[config.mk]
export PLATFORM = sky130hd
export DESIGN_NAME = cpu_working_register_set
export DESIGN_NICKNAME = d
export VERILOG_FILES = /design/src/cpu_working_register_set_pkg.sv /design/src/flag_path_if.sv /design/src/status_flag_unit.sv /design/src/cpu_working_register_set.sv
export VERILOG_INCLUDE_DIRS = /design/src
export SDC_FILE = /design/constraint.sdc
export NUM_CORES = 1
export LEC_CHECK = 0
export ABC_AREA = 1
export BUFFER_PORTS_ARGS = -buffer_cell sky130_fd_sc_hd__buf_4
export CAP_MARGIN = 30
export CORE_MARGIN = 2
export CORE_UTILIZATION = 46
export CTS_CLUSTER_DIAMETER = 80
export DETAILED_ROUTE_END_ITERATION = 8
export MAX_ROUTING_LAYER = met4
export PLACE_DENSITY = 0.74
export SYNTH_ARGS = -nofsm -noshare
export SYNTH_HDL_FRONTEND = slang
export SYNTH_SLANG_ARGS = --single-unit
export TNS_END_PERCENT = 5
[constraint.sdc]
create_clock -name clk -period 1.6 [get_ports clk]
set_input_delay 0 -clock clk [delete_from_list [all_inputs] [get_ports clk]]
set_output_delay 0 -clock clk [all_outputs]
set_load 0.005 [all_outputs]
[src/cpu_working_register_set_map.svh]
// Register selects, field positions and widths of the working register set
`ifndef CPU_WORKING_REGISTER_SET_MAP_SVH
`define CPU_WORKING_REGISTER_SET_MAP_SVH

`define SEL_FIRST_ACC      4'h0
`define SEL_SECOND_ACC     4'h1
`define SEL_PROG_COUNTER   4'h2
`define SEL_CARRY_LINK     4'h3
`define SEL_OVERFLOW       4'h4
`define SEL_LAST_INT_CODE  4'h5
`define SEL_VIOLATION      4'h6
`define SEL_PARITY_LO      4'h7
`define SEL_PARITY_HI      4'h8
`define SEL_INT_ENABLE     4'h9
`define SEL_INDEX_FIRST    4'ha
`define SEL_INDEX_SECOND   4'hb
`define SEL_WORKING_MAP    4'hc
`define SEL_INT_MAP_COPY   4'hd

`define ADDR_FIRST_ACC     15'h0000
`define ADDR_SECOND_ACC    15'h0001

`define ACC_MSB            15
`define INT_ENABLE_RESET   1'b0

`endif

[src/cpu_working_register_set_pkg.sv]
// Types shared by the working register set modules
package cpu_working_register_set_pkg;

  typedef logic [15:0] word_t;
  typedef logic [14:0] addr_t;

  typedef enum logic [1:0]
  {
    FLAG_HOLD   = 2'b00,
    FLAG_SET    = 2'b01,
    FLAG_CLEAR  = 2'b10,
    FLAG_INVERT = 2'b11
  } flag_op_e;

  typedef enum logic [1:0]
  {
    ROT_NONE  = 2'b00,
    ROT_LEFT  = 2'b01,
    ROT_RIGHT = 2'b10
  } rot_op_e;

endpackage

[src/flag_path_if.sv]
// Bundle carrying flag controls and results between the register set and its flag unit
`timescale 1ns/1ps
`default_nettype none

interface flag_path_if;
  import cpu_working_register_set_pkg::*;

  flag_op_e carry_op;
  flag_op_e ovf_op;
  logic     carry_event;
  logic     ovf_event;
  logic     rotate_link_load;
  logic     rotate_link_value;
  logic     panel_carry_wr;
  logic     panel_ovf_wr;
  logic     panel_value;
  logic     carry_link_flag;
  logic     overflow_flag;

  modport owner
  (
    output carry_op, ovf_op, carry_event, ovf_event, rotate_link_load,
           rotate_link_value, panel_carry_wr, panel_ovf_wr, panel_value,
    input  carry_link_flag, overflow_flag
  );

  modport unit
  (
    input  carry_op, ovf_op, carry_event, ovf_event, rotate_link_load,
           rotate_link_value, panel_carry_wr, panel_ovf_wr, panel_value,
    output carry_link_flag, overflow_flag
  );
endinterface

`default_nettype wire

[src/status_flag_unit.sv]
// Extend and overflow flag unit
`timescale 1ns/1ps
`default_nettype none

module status_flag_unit
(
  input  wire logic  clk,
  input  wire logic  rst,
  input  wire logic  clk_en,
  flag_path_if.unit  fp
);
  import cpu_working_register_set_pkg::*;

  // ---------------------------------------------------------------
  // Extend flag
  // ---------------------------------------------------------------
  always_ff @(posedge clk)
  begin
    if (rst)
      fp.carry_link_flag <= 1'b0;
    else if (clk_en)
    begin
      if (fp.panel_carry_wr)
        fp.carry_link_flag <= fp.panel_value;
      else if (fp.rotate_link_load)
        fp.carry_link_flag <= fp.rotate_link_value;
      else if (fp.carry_op == FLAG_SET)
        fp.carry_link_flag <= 1'b1;
      else if (fp.carry_op == FLAG_CLEAR)
        fp.carry_link_flag <= fp.carry_event;
      else if (fp.carry_op == FLAG_INVERT)
        fp.carry_link_flag <= ~fp.carry_link_flag | fp.carry_event;
      else if (fp.carry_event)
        fp.carry_link_flag <= 1'b1;
    end
  end

  // ---------------------------------------------------------------
  // Overflow flag
  // ---------------------------------------------------------------
  always_ff @(posedge clk)
  begin
    if (rst)
      fp.overflow_flag <= 1'b0;
    else if (clk_en)
    begin
      if (fp.panel_ovf_wr)
        fp.overflow_flag <= fp.panel_value;
      else if (fp.ovf_op == FLAG_SET)
        fp.overflow_flag <= 1'b1;
      else if (fp.ovf_op == FLAG_CLEAR)
        fp.overflow_flag <= fp.ovf_event;
      else if (fp.ovf_event)
        fp.overflow_flag <= 1'b1;
    end
  end
endmodule // status_flag_unit

`default_nettype wire

[src/cpu_working_register_set.sv]
// Processor working register set with datapath and panel access
`timescale 1ns/1ps
`default_nettype none
`include "cpu_working_register_set_map.svh"

module cpu_working_register_set
(
  input  wire logic                                  clk,
  input  wire logic                                  rst,
  input  wire logic                                  clk_en,
  input  wire logic                                  acc_first_wr,
  input  wire logic                                  acc_second_wr,
  input  wire cpu_working_register_set_pkg::word_t   acc_result,
  input  wire logic                                  alu_carry_out,
  input  wire logic                                  alu_overflow,
  input  wire logic                                  alu_flag_update,
  input  wire cpu_working_register_set_pkg::flag_op_e carry_op,
  input  wire cpu_working_register_set_pkg::flag_op_e ovf_op,
  input  wire cpu_working_register_set_pkg::rot_op_e rot_op,
  input  wire logic                                  rot_use_link,
  input  wire logic                                  rot_second,
  input  wire logic                                  mem_ref_valid,
  input  wire logic                                  mem_ref_write,
  input  wire cpu_working_register_set_pkg::addr_t   mem_ref_addr,
  input  wire cpu_working_register_set_pkg::word_t   mem_ref_wdata,
  input  wire logic                                  pc_load,
  input  wire cpu_working_register_set_pkg::addr_t   pc_value,
  input  wire logic                                  pc_step,
  input  wire logic                                  int_serviced,
  input  wire logic [5:0]                            int_select_code,
  input  wire logic                                  int_enable_set,
  input  wire logic                                  int_enable_clear,
  input  wire logic                                  violation_detect,
  input  wire cpu_working_register_set_pkg::addr_t   fetch_addr,
  input  wire logic                                  parity_error,
  input  wire logic [23:0]                           parity_phys_addr,
  input  wire logic                                  index_first_wr,
  input  wire logic                                  index_second_wr,
  input  wire cpu_working_register_set_pkg::word_t   index_wdata,
  input  wire logic                                  map_word_wr,
  input  wire cpu_working_register_set_pkg::word_t   map_word_wdata,
  input  wire logic                                  store_interrupt_map_instr,
  input  wire logic                                  panel_rd,
  input  wire logic                                  panel_wr,
  input  wire logic [3:0]                            panel_sel,
  input  wire cpu_working_register_set_pkg::word_t   panel_wdata,
  output var  cpu_working_register_set_pkg::word_t   first_accumulator,
  output var  cpu_working_register_set_pkg::word_t   second_accumulator,
  output var  cpu_working_register_set_pkg::addr_t   program_counter,
  output var  logic                                  carry_link_flag,
  output var  logic                                  overflow_flag,
  output var  logic [5:0]                            last_interrupt_code,
  output var  cpu_working_register_set_pkg::addr_t   violation_address,
  output var  logic [23:0]                           parity_fault_address,
  output var  logic                                  interrupt_system_enable,
  output var  cpu_working_register_set_pkg::word_t   index_reg_first,
  output var  cpu_working_register_set_pkg::word_t   index_reg_second,
  output var  cpu_working_register_set_pkg::word_t   working_map_word,
  output var  cpu_working_register_set_pkg::word_t   mem_ref_rdata,
  output var  logic                                  mem_ref_hit,
  output var  cpu_working_register_set_pkg::word_t   int_map_rdata,
  output var  cpu_working_register_set_pkg::word_t   panel_rdata,
  output var  logic                                  panel_rvalid
);
  import cpu_working_register_set_pkg::*;

  // ---------------------------------------------------------------
  // Internal state and decode
  // ---------------------------------------------------------------
  word_t       interrupt_map_copy;
  word_t       rot_src;
  word_t       next_rot_acc;
  logic        next_link;
  logic        link_load;
  logic        hit_first;
  logic        hit_second;
  logic        pwr;
  flag_path_if fp ();

  assign hit_first  = mem_ref_valid && (mem_ref_addr == `ADDR_FIRST_ACC);
  assign hit_second = mem_ref_valid && (mem_ref_addr == `ADDR_SECOND_ACC);
  assign pwr        = panel_wr;

  // ---------------------------------------------------------------
  // Rotation, optionally through the link
  // ---------------------------------------------------------------
  always_comb
  begin
    rot_src      = rot_second ? second_accumulator : first_accumulator;
    next_rot_acc = rot_src;
    next_link    = carry_link_flag;
    case (rot_op)
      ROT_LEFT:
      begin
        next_rot_acc = {rot_src[14:0], rot_use_link ? carry_link_flag : rot_src[15]};
        next_link    = rot_src[15];
        link_load    = rot_use_link;
      end
      ROT_RIGHT:
      begin
        next_rot_acc = {rot_use_link ? carry_link_flag : rot_src[0], rot_src[15:1]};
        next_link    = rot_src[0];
        link_load    = rot_use_link;
      end
      default: link_load = 1'b0;
    endcase
  end

  // ---------------------------------------------------------------
  // Accumulators
  // ---------------------------------------------------------------
  always_ff @(posedge clk)
  begin
    if (rst)
      first_accumulator <= 16'h0000;
    else if (clk_en)
    begin
      if (pwr && panel_sel == `SEL_FIRST_ACC)
        first_accumulator <= panel_wdata;
      else if (hit_first && mem_ref_write)
        first_accumulator <= mem_ref_wdata;
      else if (acc_first_wr)
        first_accumulator <= acc_result;
      else if (rot_op != ROT_NONE && !rot_second)
        first_accumulator <= next_rot_acc;
    end
  end

  always_ff @(posedge clk)
  begin
    if (rst)
      second_accumulator <= 16'h0000;
    else if (clk_en)
    begin
      if (pwr && panel_sel == `SEL_SECOND_ACC)
        second_accumulator <= panel_wdata;
      else if (hit_second && mem_ref_write)
        second_accumulator <= mem_ref_wdata;
      else if (acc_second_wr)
        second_accumulator <= acc_result;
      else if (rot_op != ROT_NONE && rot_second)
        second_accumulator <= next_rot_acc;
    end
  end

  // Memory reference read path for locations zero and one
  always_ff @(posedge clk)
  begin
    if (rst)
    begin
      mem_ref_rdata <= 16'h0000;
      mem_ref_hit   <= 1'b0;
    end
    else if (clk_en)
    begin
      mem_ref_hit   <= hit_first || hit_second;
      mem_ref_rdata <= hit_second ? second_accumulator : first_accumulator;
    end
  end

  // ---------------------------------------------------------------
  // Program counter
  // ---------------------------------------------------------------
  always_ff @(posedge clk)
  begin
    if (rst)
      program_counter <= 15'h0000;
    else if (clk_en)
    begin
      if (pwr && panel_sel == `SEL_PROG_COUNTER)
        program_counter <= panel_wdata[14:0];
      else if (pc_load)
        program_counter <= pc_value;
      else if (pc_step)
        program_counter <= program_counter + 15'h0001;
    end
  end

  // ---------------------------------------------------------------
  // Flag unit
  // ---------------------------------------------------------------
  assign fp.carry_op          = carry_op;
  assign fp.ovf_op            = ovf_op;
  assign fp.carry_event       = alu_flag_update && alu_carry_out;
  assign fp.ovf_event         = alu_flag_update && alu_overflow;
  assign fp.rotate_link_load  = link_load;
  assign fp.rotate_link_value = next_link;
  assign fp.panel_carry_wr    = pwr && panel_sel == `SEL_CARRY_LINK;
  assign fp.panel_ovf_wr      = pwr && panel_sel == `SEL_OVERFLOW;
  assign fp.panel_value       = panel_wdata[0];
  assign carry_link_flag      = fp.carry_link_flag;
  assign overflow_flag        = fp.overflow_flag;

  status_flag_unit u_flags
  (
    .clk    (clk),
    .rst    (rst),
    .clk_en (clk_en),
    .fp     (fp.unit)
  );

  // ---------------------------------------------------------------
  // Captured state
  // ---------------------------------------------------------------
  always_ff @(posedge clk)
  begin
    if (rst)
    begin
      last_interrupt_code <= 6'h00;
      interrupt_map_copy  <= 16'h0000;
    end
    // code and map copy at interrupt
    else if (clk_en && int_serviced)
    begin
      last_interrupt_code <= int_select_code;
      interrupt_map_copy  <= working_map_word;
    end
  end

  always_ff @(posedge clk)
  begin
    if (rst)
      violation_address <= 15'h0000;
    else if (clk_en && violation_detect)
      violation_address <= fetch_addr;
  end

  always_ff @(posedge clk)
  begin
    if (rst)
      parity_fault_address <= 24'h000000;
    else if (clk_en && parity_error)
      parity_fault_address <= parity_phys_addr;
  end

  always_ff @(posedge clk)
  begin
    if (rst)
      interrupt_system_enable <= `INT_ENABLE_RESET;
    else if (clk_en)
    begin
      if (pwr && panel_sel == `SEL_INT_ENABLE)
        interrupt_system_enable <= panel_wdata[0];
      else if (int_enable_set)
        interrupt_system_enable <= 1'b1;
      else if (int_enable_clear)
        interrupt_system_enable <= 1'b0;
    end
  end

  // ---------------------------------------------------------------
  // Index registers and mapping
  // ---------------------------------------------------------------
  always_ff @(posedge clk)
  begin
    if (rst)
    begin
      index_reg_first  <= 16'h0000;
      index_reg_second <= 16'h0000;
    end
    else if (clk_en)
    begin
      if (pwr && panel_sel == `SEL_INDEX_FIRST)
        index_reg_first <= panel_wdata;
      else if (index_first_wr)
        index_reg_first <= index_wdata;
      if (pwr && panel_sel == `SEL_INDEX_SECOND)
        index_reg_second <= panel_wdata;
      else if (index_second_wr)
        index_reg_second <= index_wdata;
    end
  end

  always_ff @(posedge clk)
  begin
    if (rst)
      working_map_word <= 16'h0000;
    else if (clk_en)
    begin
      if (pwr && panel_sel == `SEL_WORKING_MAP)
        working_map_word <= panel_wdata;
      else if (map_word_wr)
        working_map_word <= map_word_wdata;
    end
  end

  always_ff @(posedge clk)
  begin
    if (rst)
      int_map_rdata <= 16'h0000;
    else if (clk_en && store_interrupt_map_instr)
      int_map_rdata <= interrupt_map_copy;
  end

  // ---------------------------------------------------------------
  // Operator panel read port
  // ---------------------------------------------------------------
  always_ff @(posedge clk)
  begin
    if (rst)
    begin
      panel_rdata  <= 16'h0000;
      panel_rvalid <= 1'b0;
    end
    else if (clk_en)
    begin
      panel_rvalid <= panel_rd;
      if (panel_rd)
      begin
        case (panel_sel)
          `SEL_FIRST_ACC:     panel_rdata <= first_accumulator;
          `SEL_SECOND_ACC:    panel_rdata <= second_accumulator;
          `SEL_PROG_COUNTER:  panel_rdata <= {1'b0, program_counter};
          `SEL_CARRY_LINK:    panel_rdata <= {15'h0000, carry_link_flag};
          `SEL_OVERFLOW:      panel_rdata <= {15'h0000, overflow_flag};
          `SEL_LAST_INT_CODE: panel_rdata <= {10'h000, last_interrupt_code};
          `SEL_VIOLATION:     panel_rdata <= {1'b0, violation_address};
          `SEL_PARITY_LO:     panel_rdata <= parity_fault_address[15:0];
          `SEL_PARITY_HI:     panel_rdata <= {8'h00, parity_fault_address[23:16]};
          `SEL_INT_ENABLE:    panel_rdata <= {15'h0000, interrupt_system_enable};
          `SEL_INDEX_FIRST:   panel_rdata <= index_reg_first;
          `SEL_INDEX_SECOND:  panel_rdata <= index_reg_second;
          `SEL_WORKING_MAP:   panel_rdata <= working_map_word;
          default:            panel_rdata <= 16'h0000;
        endcase
      end
    end
  end
endmodule // cpu_working_register_set

`default_nettype wire

* Word-level counts from Yosys, hierarchy flattened
Cells that the tools add are included.
** Storage, ports and cells
- Register bits after elaboration :: 209
- Input port bits :: 190
- Output and inout bits :: 193
- Logic and storage cells :: 126
** Cells by class
- Add/subtract/negate cells :: 1
- Equality and inequality tests :: 21
- Mux-type cells :: 38
- Bitwise gates (word level) :: 2
- Reduce and logical (&&, ||, !) cells :: 46
** Operator list (count)
- 16-bit 2-to-1 mux :: 16
- 16-bit one-hot mux with 13 select lines :: 1
- 15-bit 2-to-1 mux :: 3
- 16-bit one-hot mux with 2 select lines :: 1
- 1-bit logical AND :: 21
- 4-bit equality test (second input constant) :: 5
- 2-bit AND reduction :: 9
- 4-bit by 3-bit equality test with 1-bit output (second input constant) :: 4
- 1-bit 2-to-1 mux :: 16
- 15-bit by 1-bit adder with 15-bit output (second input constant) :: 1
- 15-bit by 1-bit equality test with 1-bit output (second input constant) :: 1
- 15-bit logical NOT :: 1
- 4-bit nonzero test :: 3
- 2-bit equality test (second input constant) :: 4
- 4-bit by 2-bit equality test with 1-bit output (second input constant) :: 2
- 2-bit nonzero test :: 4
- 2-bit by 1-bit equality test with 1-bit output (second input constant) :: 3
- 3-bit nonzero test :: 2
- 6-bit nonzero test :: 1
- 4-bit by 1-bit equality test with 1-bit output (second input constant) :: 1
- 4-bit logical NOT :: 1
- 4-bit by 1-bit != test with 1-bit output (second input constant) :: 1
- 3-bit AND reduction :: 1
- 1-bit one-hot mux with 2 select lines :: 1
- other kinds (5) :: 5

* Depth between registers and ports, before layout
- Depth in word-level cells :: 7
- Gate-level depth with buffers :: 13
- Gate-level depth less buffers :: 12

* Modules after synthesis
Synthesis repeated with hierarchy kept, for this count alone.
** Second synthesis, totals
- Cell total of the unflattened synthesis :: 1860
- Area, all modules :: 11642.4 sq um
** Modules (own cells, without submodules)
- cpu_working_register_set :: instances 1, cells an instance 1828, area each 11454.7 sq um, sequential area each 4144.0 sq um
- status_flag_unit :: instances 1, cells an instance 32, area each 187.7 sq um, sequential area each 40.0 sq um

* Worst setup path before layout
Ideal clock, no wire load.
- Kind :: reg2reg
- From :: reg program_counter[0]
- To :: reg program_counter[10]
- Setup time :: 0.122 ns
- Arrival time :: 1.512 ns
- Data required time :: 1.478 ns
- Slack :: -0.035 ns
- Stages on the path, launching flop included :: 11
- Clock period less this slack :: 1.635 ns
- Cell sequence :: dfxtp_1 -> ha_1 -> nand2_1 -> nor2_1 -> nand3_1 -> nor2_1 -> nand2_1 -> nand2_1 -> nand3_1 -> o211ai_1 -> a21oi_1
** On the way
- Word-level cells in the longest chain between the ends :: 4
** Ends and longest elaborated chain
- from (decl) :: RTL line cpu_working_register_set.sv:49 : output var cpu_working_register_set_pkg::addr_t program_counter,
- from (signal assigned) :: RTL line cpu_working_register_set.sv:171 : program_counter <= panel_wdata[14:0];
- from (signal assigned) :: RTL line cpu_working_register_set.sv:173 : program_counter <= pc_value;
- from (signal assigned) :: RTL line cpu_working_register_set.sv:175 : program_counter <= program_counter + 15'h0001;
- 15-bit by 1-bit adder with 15-bit output :: RTL line cpu_working_register_set.sv:175
- 15-bit 2-to-1 mux :: RTL line cpu_working_register_set.sv:174 : else if (pc_step)
- 15-bit 2-to-1 mux :: RTL line cpu_working_register_set.sv:172 : else if (pc_load)
- 15-bit 2-to-1 mux :: RTL line cpu_working_register_set.sv:170 : if (pwr && panel_sel == `SEL_PROG_COUNTER)
No other way between the ends. The select of a mux whose other input is x is not followed.
A chain may end at the register's enable or synchronous reset.

==> summary.md <==
| Metric | Value |
|---|---|
| Hold Path Class | `in2reg` |
| Pwr/cell area | `between 800 and 900 nW/um^2` |
| Register share of total power | `0.395` |
| Critical Path Sink | `violation_address[1]$_SDFFE_PP0P_` |
| Routed Antenna Nets | `0` |
| RSZ-0062 raised after global routing | `true` |
| Largest net degree at the start of global routing | `48` |
| CP Capture Type | `flop` |
| Final worst slack | `-0.0301 ns` |
| Fmax | `0.613 GHz` |
| Grt total ovfl | `0` |
| Worst Path Class, Setup | `reg2reg` |
| Maximum root-to-sink buffer count | `3` |
| Io pins | `between 300 and 400` |
| Fin. max-slew vios | `0` |
| Height of the chip | `around 160 um` |
| Layout area overhead | `59.0%` |
| Design area | `about 18,000 um^2` |
| CP delay by family, top | `buffers and inverters` |
| R2R depth | `3` |
| Fraction of registers with async set/reset | `0` |
| Wire per inst | `21.3 um` |
| Port bufs | `between 300 and 400` |
| Routed WL | `a little under 60,000 um` |
| Mapped Nets | `between 2,000 and 2,500` |
| CTS Sinks | `about 210` |
| Post-synth top area cell | `dfxtp_1` |
| Crit-path cells | `inv_1, a21oi_1, dlygate4sd3_1` |
| Period minus WS final | `1.63 ns` |
| Total chip power | `~15 mW` |
| First-pass GRT wire length | `about 87,000 um` |
| Syn avg cell area | `6.32 um^2` |
| Drt via density | `5.79` |
| Post-Place Cells | `roughly 2,500` |
| Initial antenna violation count | `0` |
| Share of cells above drive strength 1 | `0.238` |
| Vias in the first global route | `about 15,000` |
| Clock Power Share | `0.364` |
| Max-Cap Viols | `0` |
| DIE WIDTH | `roughly 160 um` |
| Comb power frac | `0.241` |
| CTS tree | `done` |
| H-tree depth | `1` |
| RePlAce Congestion | `approximately 1` |
| # DRC | `0` |
| DP Wirelength | `about 40,000 um` |
| TritonCTS buffer count | `24` |
| Dominant synthesized flop cell | `dfxtp_1` |
| Clk_lat worst skew | `approximately 0.53 ns` |
| Area contributors post-synth | `dfxtp_1 37%, nand2_1 14%, o21ai_0 9.4%` |
| Crit path from | `violation_address[1]$_SDFFE_PP0P_` |
| Switching part of the total | `0.301` |
| Peak supply drop | `about 950 uV` |
| Final worst-path cycle share | `1.02` |
| Vias | `16,000` |
| Final setup violation count | `1` |
| NetSw | `4.50 mW` |
| Status | `finished with violations` |
| Failing checks | `hold timing, setup timing` |
| Cell Area, Placed | `approximately 15,000 um^2` |
| CTS Root Buffer Type | `clkbuf_16` |
| Drt pass-1 iters | `6` |
| Slowest-stage cell, CP | `dfxtp_1` |
| Slowest stage delay, CP | `about 0.62 ns` |
| Worst-path clk slew | `0.06 ns` |
| Starting Density | `0.469` |
| Synth Warn # | `0` |
| Number of flops mapped to enable cells by yosys | `0` |
| Yosys top cell area share | `0.366` |
| Seq/Total Area, Yosys | `0.366` |
| Tot GR Track Use | `0.441` |
| P_leak | `between 8 and 9 nW` |
| Reg2Reg Capture Point | `violation_address[1]$_SDFFE_PP0P_` |
| CP Depth | `3` |
| Finished Layout Cells | `2,770` |
| Die area | `26,100 um^2` |
| Initial DRC count | `~2,000` |
| Maximum fanout along the worst path | `2` |
| Worst Tran Pin Value | `just under 0.8 ns` |
| Mapped Cells | `roughly 1,800` |
| Core Area | `roughly 24,000 um^2` |
| Seq cells post-synth | `roughly 210` |
| Launch point of the worst reg-to-reg path | `violation_address[1]$_SDFFE_PP0P_` |
| Setup TNS | `-0.0301 ns` |
| Synth unique cells | `34` |
| Worst EP required | `2.07 ns` |
| CP Buf/Inv Count | `2` |
| Clock skew after layout | `approximately 0.019 ns` |
| WHS | `-0.00424 ns` |
| Slew Limit Headroom | `0.481` |
| Arr. time, crit path | `2.10 ns` |
| Nets | `between 2,000 and 3,000` |
| Most common cell in the netlist | `nand2_1` |
| Row cnt | `between 50 and 60` |
| Mapped Area | `approximately 11,000 um^2` |
| Commonest cells in the netlist | `439 x nand2_1, 236 x nor2_1, 216 x o21ai_0` |
| Critical path startpoint category | `flop` |
| Worst reg2reg setup slack | `-0.03 ns` |
| Final hold viol count | `1` |
| Internal power | `between 10 and 15 mW` |
[registers in the layout, summed over array words and instances, names as in the netlist, 6 cells and up]
register / flops
interrupt_map_copy: 16
violation_address: 15
panel_rdata: 16
parity_fault_address: 24
index_reg_first: 16
last_interrupt_code: 6
second_accumulator: 16
mem_ref_rdata: 16
index_reg_second: 16
int_map_rdata: 16
program_counter: 15
first_accumulator: 16
working_map_word: 16
[cells in the final DEF, fill, tap and decap left out, types with 12 or more instances in the layout]
master and count:
a21oi_1 162, a31oi_1 51, buf_12 14, buf_4 473
clkbuf_16 24, dfxtp_1 207, dlygate4sd3_1 211, inv_1 120
inv_2 12, nand2_1 438, nand3_1 126, nor2_1 234
o211ai_1 24, o21ai_0 208, o21ai_1 16, o22ai_1 18
or2_2 14
[through the flow]
step / setup slack [ns] / util
global route: -0.0473 / 0.745
CTS: 0.00907 / 0.743
floorplan: 0.0599 / -
finish: -0.0301 / 0.746
detailed placement: -0.129 / 0.624
global placement: -0.0758 / 0.624
[area by class of cell]
| type | instances | area (um^2) |
|---|---|---|
| Multi-Input combinational cell | 1352 | 6310 |
| Fill cell | 1870 | 6200 |
| Timing Repair Buffer | 700 | 5970 |
| Sequential cell | 209 | 4190 |
| Clock buffer | 35 | 692 |
| Inverter | 140 | 534 |
| Tap cell | 324 | 405 |
| Clock inverter | 8 | 82.6 |
| Antenna cell | 2 | 5.00 |
[kinds of logic (layout without fill, tap and decap cells)]
group | count (synthesis) | count (layout) | synth area share
AND/OR/NAND/NOR | 847 | 847 | 0.303
AO/OA/AOI/OAI | 491 | 491 | 0.231
buffers and inverters | 248 | 883 | 0.0872
flip-flops | 209 | 209 | 0.366
adder cells (fa/ha/maj) | 9 | 9 | 0.00984
XOR/XNOR | 4 | 4 | 0.00306
multiplexers | 1 | 1 | 0.000875
other | 0 | 2 | 0
[how the worst min path moves through the flow]
stage / startpoint / to / slack (ns) / depth (start not counted)
2_1_floorplan: index_wdata[10] / index_reg_second[10]$_SDFFE_PP0P_ / 0.16 / 2
3_3_place_gp: parity_phys_addr[19] / parity_fault_address[19]$_SDFFE_PP0P_ / 0.25 / 3
3_5_place_dp: parity_phys_addr[20] / parity_fault_address[20]$_SDFFE_PP0P_ / 0.26 / 3
4_1_cts: pc_value[3] / program_counter[3]$_SDFFE_PP0P_ / 0.002 / 5
5_1_grt: acc_result[8] / second_accumulator[8]$_SDFFE_PP0P_ / 0.02 / 5
6_report: acc_result[8] / second_accumulator[8]$_SDFFE_PP0P_ / -0.004 / 5
[timing repair]
| item | CTS | global route |
|---|---|---|
| hold buffers | 211 | 0 |
| setup endpoints to repair | 0 | 58 |
| gates resized for setup | 0 | 29 |
| endpoints found under the hold margin | 165 | 0 |
| setup buffers | 0 | 0 |
[power groups by stage]
stage / clock network, mW / registers (mW) / logic (mW)
finish: 5.44 / 5.90 / 3.61
global route: 5.62 / 5.92 / 3.85
CTS: 5.44 / 5.87 / 3.44
detailed placement: 0 / 5.98 / 2.99
global placement: 0 / 5.97 / 2.96
floorplan: 0 / 5.93 / 1.30
[worst register-to-register path, stage by stage (launching register included)]
cell and delay (ns):
dfxtp_1 0.62, inv_1 0.17, a21oi_1 0.19, dlygate4sd3_1 0.59
[routing by layer]
metal	wire length [um]	share of wire	global-route usage
met1	20900	0.35	0.502
met2	27300	0.46	0.723
met3	6730	0.11	0.0894
met4	4130	0.070	0.253
met5	0	0	-
(Power assumes the default switching activity.)
